[config.mk]
export PLATFORM = sky130hd
export DESIGN_NAME = lcdtim_timing
export DESIGN_NICKNAME = d
export VERILOG_FILES = /design/src/lcdtim_pkg.sv /design/src/lcdtim_timing.sv
export SDC_FILE = /design/constraint.sdc
export NUM_CORES = 1
export LEC_CHECK = 0
export BUFFER_PORTS_ARGS = -buffer_cell sky130_fd_sc_hd__buf_2
export CORE_MARGIN = 2
export CORE_UTILIZATION = 50
export CTS_CLUSTER_DIAMETER = 100
export DETAILED_ROUTE_END_ITERATION = 8
export PLACE_DENSITY = 0.76
export SLEW_MARGIN = 20
export SYNTH_ARGS = -nofsm -noshare
export SYNTH_HDL_FRONTEND = slang
export SYNTH_SLANG_ARGS = --single-unit
[constraint.sdc]
create_clock -name clk -period 2.5 [get_ports clk]
set_input_delay 0 -clock clk [delete_from_list [all_inputs] [get_ports clk]]
set_output_delay 0 -clock clk [all_outputs]
set_load 0.005 [all_outputs]
[src/lcdtim_pkg.sv]
// Package with register map, field layout and state codes of the LCD timing block.
package lcdtim_pkg;
  localparam logic [31:0] HORIZ_TIMING_ADDR = 32'h31040000;
  localparam logic [31:0] VERT_TIMING_ADDR = 32'h31040004;
  localparam logic [31:0] CONTROL_ADDR = 32'h31040040;
  localparam logic [31:0] STATUS_ADDR = 32'h31040044;
  localparam logic [31:0] HORIZ_TIMING_RESET = 32'h00000000;
  localparam logic [31:0] VERT_TIMING_RESET = 32'h00000000;
  localparam int LINE_BACK_PORCH_LSB = 24;
  localparam int LINE_FRONT_PORCH_LSB = 16;
  localparam int LINE_SYNC_WIDTH_LSB = 8;
  localparam int PIXELS_PER_LINE_CODE_LSB = 2;
  localparam int FRAME_BACK_PORCH_LSB = 24;
  localparam int FRAME_FRONT_PORCH_LSB = 16;
  localparam int FRAME_SYNC_WIDTH_LSB = 10;
  localparam int LINES_PER_PANEL_CODE_LSB = 0;
  localparam logic [31:0] HORIZ_WRITE_MASK = 32'hFFFFFFFC;
  localparam logic [31:0] VERT_WRITE_MASK = 32'hFFFFFFFF;
  localparam int CTRL_ENABLE_BIT = 0;
  localparam int CTRL_PASSIVE_BIT = 1;
  localparam logic [1:0] CONTROL_RESET = 2'h0;
  localparam logic [10:0] PIXEL_GROUP = 11'h010;

  typedef enum logic [1:0]
  {
    LCDTIM_BACK = 2'b00,
    LCDTIM_ACTIVE = 2'b01,
    LCDTIM_FRONT = 2'b10,
    LCDTIM_SYNC = 2'b11
  } lcdtim_phase_t;
endpackage

[src/lcdtim_timing.sv]
// Line and frame timing generator of the LCD controller with register port.
// Summary of operation
// - Line back porch bits 31:24 gives value+1 pixel clocks before pixels.
// - Line front porch bits 23:16 gives value+1 clocks before line clock.
// - Bits 15:8 give line clock or horizontal sync width, value+1.
// - Bits 7:2 give 16 times (value+1) active pixels per line.
// - Active pixels are counted; front porch starts once count completes.
// - A data request pulses at the start of every display line.
// - Frame back porch bits 31:24 gives 0-255 lines after sync ends.
// - Frame front porch lines follow active lines, then the frame sync.
// - Frame sync width is the 6-bit value plus one lines.
// - Active lines per panel are the 10-bit value plus one.
//
// The plain strobed port was decided locally.
`timescale 1ns/100ps
`default_nettype none
module lcdtim_timing
(
  input wire logic clk,
  input wire logic sys_rst,
  input wire logic [31:0] regAddr,
  input wire logic [31:0] regWrData,
  input wire logic regWrite,
  input wire logic regRead,
  output logic [31:0] regRdData,
  output logic lineClock,
  output logic frame_sync_out,
  output logic dataEnable,
  output logic dmaRequest,
  output logic lineActive
);
  logic [31:0] horizTiming_q, horizTiming_d;
  logic [31:0] vertTiming_q, vertTiming_d;
  logic [1:0] control_q, control_d;
  logic [31:0] regRdData_q, regRdData_d;
  lcdtim_pkg::lcdtim_phase_t hPhase_q, hPhase_d;
  lcdtim_pkg::lcdtim_phase_t vPhase_q, vPhase_d;
  logic [10:0] hCount_q, hCount_d;
  logic [10:0] vCount_q, vCount_d;
  logic lineClock_q, lineClock_d;
  logic frameSync_q, frameSync_d;
  logic dataEnable_q, dataEnable_d;
  logic dmaRequest_q, dmaRequest_d;
  logic enable;
  logic lineDone;
  logic [7:0] lineBackPorch, lineFrontPorch, lineSyncWidth;
  logic [5:0] pixelsPerLineCode;
  logic [7:0] frameBackPorch, frameFrontPorch;
  logic [5:0] frameSyncWidth;
  logic [9:0] linesPerPanelCode;

  // Field extraction of a byte wide field at a given low bit.
  function automatic logic [7:0] fieldByte(input logic [31:0] r, input int lsb);
    fieldByte = r[lsb +: 8];
  endfunction

  assign enable = control_q[lcdtim_pkg::CTRL_ENABLE_BIT];
  assign lineBackPorch = fieldByte(horizTiming_q,
    lcdtim_pkg::LINE_BACK_PORCH_LSB);
  assign lineFrontPorch = fieldByte(horizTiming_q,
    lcdtim_pkg::LINE_FRONT_PORCH_LSB);
  assign lineSyncWidth = fieldByte(horizTiming_q,
    lcdtim_pkg::LINE_SYNC_WIDTH_LSB);
  assign pixelsPerLineCode =
    horizTiming_q[lcdtim_pkg::PIXELS_PER_LINE_CODE_LSB +: 6];
  assign frameBackPorch = fieldByte(vertTiming_q,
    lcdtim_pkg::FRAME_BACK_PORCH_LSB);
  assign frameFrontPorch = fieldByte(vertTiming_q,
    lcdtim_pkg::FRAME_FRONT_PORCH_LSB);
  assign frameSyncWidth = vertTiming_q[lcdtim_pkg::FRAME_SYNC_WIDTH_LSB +: 6];
  assign linesPerPanelCode =
    vertTiming_q[lcdtim_pkg::LINES_PER_PANEL_CODE_LSB +: 10];

  // Register port; timing fields should only change while disabled.
  always_comb
  begin
    horizTiming_d = horizTiming_q;
    vertTiming_d = vertTiming_q;
    control_d = control_q;
    regRdData_d = 32'h00000000;
    if (regWrite)
    begin
      unique case (regAddr)
        lcdtim_pkg::HORIZ_TIMING_ADDR:
          horizTiming_d = regWrData & lcdtim_pkg::HORIZ_WRITE_MASK;
        lcdtim_pkg::VERT_TIMING_ADDR:
          vertTiming_d = regWrData & lcdtim_pkg::VERT_WRITE_MASK;
        lcdtim_pkg::CONTROL_ADDR:
          control_d = regWrData[1:0];
        default:
          control_d = control_q;
      endcase
    end
    if (regRead)
    begin
      unique case (regAddr)
        lcdtim_pkg::HORIZ_TIMING_ADDR: regRdData_d = horizTiming_q;
        lcdtim_pkg::VERT_TIMING_ADDR: regRdData_d = vertTiming_q;
        lcdtim_pkg::CONTROL_ADDR: regRdData_d = {30'h00000000, control_q};
        lcdtim_pkg::STATUS_ADDR:
          regRdData_d = {16'h0000, 1'b0, vCount_q, vPhase_q, hPhase_q};
        default: regRdData_d = 32'h00000000;
      endcase
    end
  end

  always_ff @(posedge clk)
  begin
    if (sys_rst)
    begin
      horizTiming_q <= lcdtim_pkg::HORIZ_TIMING_RESET;
      vertTiming_q <= lcdtim_pkg::VERT_TIMING_RESET;
      control_q <= lcdtim_pkg::CONTROL_RESET;
      regRdData_q <= 32'h00000000;
    end
    else
    begin
      horizTiming_q <= horizTiming_d;
      vertTiming_q <= vertTiming_d;
      control_q <= control_d;
      regRdData_q <= regRdData_d;
    end
  end

  // A line ends with the last cycle of its sync pulse.
  assign lineDone = (hPhase_q == lcdtim_pkg::LCDTIM_SYNC) &&
    (hCount_q[7:0] == lineSyncWidth);

  // Horizontal sequencer; porch and sync counts run from zero up to the field value.
  always_comb
  begin
    hPhase_d = hPhase_q;
    hCount_d = hCount_q + 11'h001;
    dmaRequest_d = 1'b0;
    if (!enable)
    begin
      hPhase_d = lcdtim_pkg::LCDTIM_BACK;
      hCount_d = 11'h000;
    end
    else
    begin
      unique case (hPhase_q)
        lcdtim_pkg::LCDTIM_BACK:
          if (hCount_q[7:0] == lineBackPorch)
          begin
            hPhase_d = lcdtim_pkg::LCDTIM_ACTIVE;
            hCount_d = 11'h000;
          end
        lcdtim_pkg::LCDTIM_ACTIVE:
          if (hCount_q == ({5'h00, pixelsPerLineCode} + 11'h001) *
              lcdtim_pkg::PIXEL_GROUP - 11'h001)
          begin
            hPhase_d = lcdtim_pkg::LCDTIM_FRONT;
            hCount_d = 11'h000;
          end
        lcdtim_pkg::LCDTIM_FRONT:
          if (hCount_q[7:0] == lineFrontPorch)
          begin
            hPhase_d = lcdtim_pkg::LCDTIM_SYNC;
            hCount_d = 11'h000;
          end
        lcdtim_pkg::LCDTIM_SYNC:
          if (lineDone)
          begin
            hPhase_d = lcdtim_pkg::LCDTIM_BACK;
            hCount_d = 11'h000;
          end
      endcase
      // request at line start
      // The second term gives the first line after enable its request.
      dmaRequest_d = lineDone ||
        (hPhase_q == lcdtim_pkg::LCDTIM_BACK && hCount_q == 11'h000 &&
         !dmaRequest_q);
    end
  end

  // Vertical sequencer, stepping once per finished line. A porch field of
  // zero skips its phase, so a porch lasts exactly its field value in lines.
  always_comb
  begin
    vPhase_d = vPhase_q;
    vCount_d = vCount_q;
    if (!enable)
    begin
      vPhase_d = lcdtim_pkg::LCDTIM_BACK;
      vCount_d = 11'h000;
    end
    else if (lineDone)
    begin
      vCount_d = vCount_q + 11'h001;
      unique case (vPhase_q)
        lcdtim_pkg::LCDTIM_BACK:
          if (vCount_q[7:0] + 8'h01 >= frameBackPorch)
          begin
            vPhase_d = lcdtim_pkg::LCDTIM_ACTIVE;
            vCount_d = 11'h000;
          end
        lcdtim_pkg::LCDTIM_ACTIVE:
          if (vCount_q[9:0] == linesPerPanelCode)
          begin
            vPhase_d = (frameFrontPorch == 8'h00) ? lcdtim_pkg::LCDTIM_SYNC :
              lcdtim_pkg::LCDTIM_FRONT;
            vCount_d = 11'h000;
          end
        lcdtim_pkg::LCDTIM_FRONT:
          if (vCount_q[7:0] + 8'h01 >= frameFrontPorch)
          begin
            vPhase_d = lcdtim_pkg::LCDTIM_SYNC;
            vCount_d = 11'h000;
          end
        lcdtim_pkg::LCDTIM_SYNC:
          if (vCount_q[5:0] == frameSyncWidth)
          begin
            vPhase_d = (frameBackPorch == 8'h00) ? lcdtim_pkg::LCDTIM_ACTIVE :
              lcdtim_pkg::LCDTIM_BACK;
            vCount_d = 11'h000;
          end
      endcase
    end
    else if (vPhase_q == lcdtim_pkg::LCDTIM_BACK &&
             frameBackPorch == 8'h00)
    begin
      vPhase_d = lcdtim_pkg::LCDTIM_ACTIVE;
    end
  end

  // Outputs are registered from the next phase so they align with it.
  always_comb
  begin
    lineClock_d = enable && (hPhase_d == lcdtim_pkg::LCDTIM_SYNC);
    frameSync_d = enable && (vPhase_d == lcdtim_pkg::LCDTIM_SYNC);
    dataEnable_d = enable && (hPhase_d == lcdtim_pkg::LCDTIM_ACTIVE) &&
      (vPhase_d == lcdtim_pkg::LCDTIM_ACTIVE);
  end

  always_ff @(posedge clk)
  begin
    if (sys_rst)
    begin
      hPhase_q <= lcdtim_pkg::LCDTIM_BACK;
      vPhase_q <= lcdtim_pkg::LCDTIM_BACK;
      hCount_q <= 11'h000;
      vCount_q <= 11'h000;
      lineClock_q <= 1'b0;
      frameSync_q <= 1'b0;
      dataEnable_q <= 1'b0;
      dmaRequest_q <= 1'b0;
    end
    else
    begin
      hPhase_q <= hPhase_d;
      vPhase_q <= vPhase_d;
      hCount_q <= hCount_d;
      vCount_q <= vCount_d;
      lineClock_q <= lineClock_d;
      frameSync_q <= frameSync_d;
      dataEnable_q <= dataEnable_d;
      dmaRequest_q <= dmaRequest_d;
    end
  end

  assign regRdData = regRdData_q;
  assign lineClock = lineClock_q;
  assign frame_sync_out = frameSync_q;
  assign dataEnable = dataEnable_q;
  assign dmaRequest = dmaRequest_q;
  assign lineActive = (hPhase_q == lcdtim_pkg::LCDTIM_ACTIVE);
endmodule
`default_nettype wire

==> flow_summary_export.csv <==
group,metric,value,unit
global_route,grt_use_total,27.3,%
pwr,ir_worst_vdd,0.486,mV
synthesis,synth_edf_count,0,
route,drcViolationCount,0,
clock_tree,clock_latency,420,ps
synthesis,syn_nets,817,
route,vias_per_cell,5.54,
synthesis,syn_inst,728,
sta,fmax,387,MHz
synthesis,synthArstFlopShare,0,%
route,vias,5854,
synthesis,yosysSeqAreaShare,40.1,%
setup_path,cp.arrival,2890,ps
pwr,power_density,580,nW/um^2
synthesis,synth_compound_area_share,10.7,%
global_route,grt_pass1_wl,28200,um
sta,period_minus_slack,2590,ps
synthesis,synthXorXnorAreaFrac,10.6,%
global_route,antenna_found_initial,0,
synthesis,ys_ff_latch,126,
sta,fin_hold_ws,22.2,ps
setup_path,required,2800,ps
setup_path,cp_max_fo,8,
sta,hold_violations,0,
clock_tree,clockBufferDepth,2,
finish,layout_commonest_cell,"dfxtp_1",
clock_tree,h-tree-depth,4,
global_route,grt_start_max_net_pins,43,
floorplan,die_area,13500,sq um
setup_path,endpoint_kind,"flop",
synthesis,synth_top_family_by_area,"simple AND/OR/NAND/NOR gates",
finish,fin_cells,1056,
global_route,gr-total-overflow,0,
finish,diodes,0,
finish,nNetsFinal,965,
synthesis,ys.flop_type,"dfxtp_1",
finish,regArea,2530,sq um
sta,min_period_over_period,103,%
synthesis,synth_area,6300,sq um
setup_path,path_class,"reg2reg",
sta,drv_slew,0,
finish,area_delta_synth_final,29.3,%
clock_tree,cts-root-buf,"clkbuf_16",
synthesis,ys_warn_count,0,
clock_tree,clock-sinks,126,
placement,dp.cells,989,
finish,fill_cells,968,
finish,multi_input_area,3530,sq um
floorplan,core_area,12200,sq um
global_route,grt_pass1_vias,5559,
placement,dp_hpwl,12300,um
finish,drive_gt1_share,22.9,%
synthesis,synthAdderAreaFrac,4.17,%
floorplan,die_y,116,um
setup_path,critPathLaunchType,"flop",
synthesis,synthMuxAreaShare,7.83,%
setup_path,rr_startpoint,"vCount_q[1]$_SDFFE_PP0P_",
route,routed_wl,18100,um
setup_path,crit_start,"vCount_q[1]$_SDFFE_PP0P_",
placement,port_buffers,104,
route,wire_per_inst,17.2,um
clock_tree,cts_inserted_buffers,17,
flow_run,maxCapViolCount,0,
sta,worst_pin_slew,594,ps
sta,skew,12.1,ps
pwr,power.leakage,3.36,nW
hold_path,hold_class,"in2reg",
sta,maxSlewHeadroom,60.1,%
finish,final_cell_mix,"dfxtp_1 (124), buf_2 (104), nor2_1 (103)",
run_status,outcome,"finished with violations",
placement,dpl_worst_slack,-36.1,ps
floorplan,start_util,51.8,%
sta,rsz0062_at_grt,"true",
placement,gp_congestion,0.894,
sta,setup_ws,-87.1,ps
route,ant_nets,0,
synthesis,syn_area_per_cell,8.65,sq um
sta,setup_violations,12,
floorplan,num_io_pins,105,
floorplan,die_w,116,um
hold_path,holdCritStartpoint,"sys_rst",
clock_tree,path_clk_slew,50,ps
run_status,violations,"negative setup slack",
clock_tree,cts_tree,"built",
floorplan,rows,40,
route,drtPass1Iterations,5,
route,drt_iter0_markers,539,
synthesis,yosys.area_share.simple,21.6,%
synthesis,synth_cell_types,59,
## metrics by stage
step	total power, W	setup TNS (ps)	cell area (sq um)	util, %
after floorplan	0.00209	0	6320	-
after global placement	0.00216	0	7100	58.3
after detailed placement	0.00216	-197	7100	58.3
after CTS	0.00473	-72.4	8110	66.7
after global routing	0.00483	-1900	8140	66.9
final	0.00472	-759	8140	66.9
## final timing paths
path,end,slack (ps),cells after the start
hold / removal,vertTiming_q[30]$_SDFFE_PP0P_,20,2
hold reg to reg,horizTiming_q[29]$_SDFFE_PP0P_,480,2
setup reg to reg,vCount_q[10]$_SDFFE_PP0P_,-90,12
setup / recovery,vCount_q[10]$_SDFFE_PP0P_,-90,12
## cell type report
class                   count  area share, %
clock buffers              27           6.81
clock inverters             4          0.861
inverters                  20          0.922
multi-input cells         532           43.4
flip-flops and latches    126           31.1
well taps                 168           2.58
repair buffers            179           14.3
## cell usage after synthesis (all sizes together), types with 2 or more instances
library cell | n | area (sq um)
a21oi | 46 | 230
dfxtp | 126 | 2520
a21o | 2 | 15.0
xnor2 | 38 | 333
a211oi | 4 | 30.0
mux2 | 2 | 22.5
nor4b | 4 | 47.6
xor2 | 33 | 289
nor3b | 2 | 26.3
inv | 20 | 75.1
nor2 | 106 | 398
and2 | 6 | 37.5
nor4 | 21 | 153
a211o | 2 | 17.5
o31ai | 3 | 22.5
nand3 | 11 | 60.1
nand2b | 4 | 25.0
a22oi | 20 | 150
nand4 | 11 | 68.8
o21ai | 3 | 15.0
o211ai | 4 | 30.0
buf | 18 | 123
or3 | 3 | 18.8
a31oi | 4 | 25.0
nor3 | 10 | 55.1
mux2i | 47 | 470
nor2b | 4 | 25.0
clkbuf | 32 | 120
ha | 21 | 263
a21boi | 2 | 15.0
xnor3 | 2 | 45.0
and3 | 7 | 43.8
o21bai | 2 | 15.0
nand2 | 92 | 345
or4 | 3 | 26.3
## power breakdown
| part | switching [W] | internal, W | total (W) |
|---|---|---|---|
| clock | 0.000854 | 0.00170 | 0.00256 |
| sequential | 0.000000000000249 | 0.00201 | 0.00201 |
| combinational | 0.0000701 | 0.0000822 | 0.000152 |
## layer usage
metal | share of wire, % | vias up | track usage [%] | wire, um
met2 | 48 | 272 | 44.3 | 8610
met1 | 43 | 2754 | 35.6 | 7710
met5 | 0 | - | 0 | 0
met4 | 1.8 | 0 | 10.1 | 333
met3 | 8.1 | 31 | 6.59 | 1470
li1 | - | 2797 | - | -
## what timing repair did
action | CTS | global route
hold buffers | 32 | 0
gates cloned | 0 | 0
gates resized for setup | 7 | 6
hold endpoints to repair | 64 | 0
endpoints found under the setup margin | 9 | 13
setup buffers | 3 | 1
pin swaps | 1 | 2
## logic make-up (layout without fill, tap and decap cells)
| kind of cell | count (synthesis) | count (layout) |
|---|---|---|
| muxes | 49 | 49 |
| buffers and inverters | 70 | 230 |
| AOI/OAI and AO/OA | 102 | 102 |
| DFF | 126 | 126 |
| and+or+nand+nor | 287 | 287 |
| xor gates and xnor gates | 73 | 73 |
| adders and majority gates | 21 | 21 |
## flip-flops by register name, indices dropped and copies added, names as in the netlist
name and flops:
regRdData 32, vertTiming_q 32, horizTiming_q 30, hCount_q 11, vCount_q 11, control_q 2
hPhase_q 2, vPhase_q 2, dataEnable 1, dmaRequest 1, frame_sync_out 1, lineClock 1
## worst max-delay path, cell delays in order (launching register included)
cell	delay, ps
dfxtp_2	370
ha_4	140
and3_4	200
nand3_4	90
xnor2_2	160
ha_1	310
and3_4	190
o2111ai_2	110
o211ai_1	200
o211ai_1	190
o31ai_2	250
buf_4	200
nor2_1	60
Note: power is estimated with default switching activity, not from simulation.
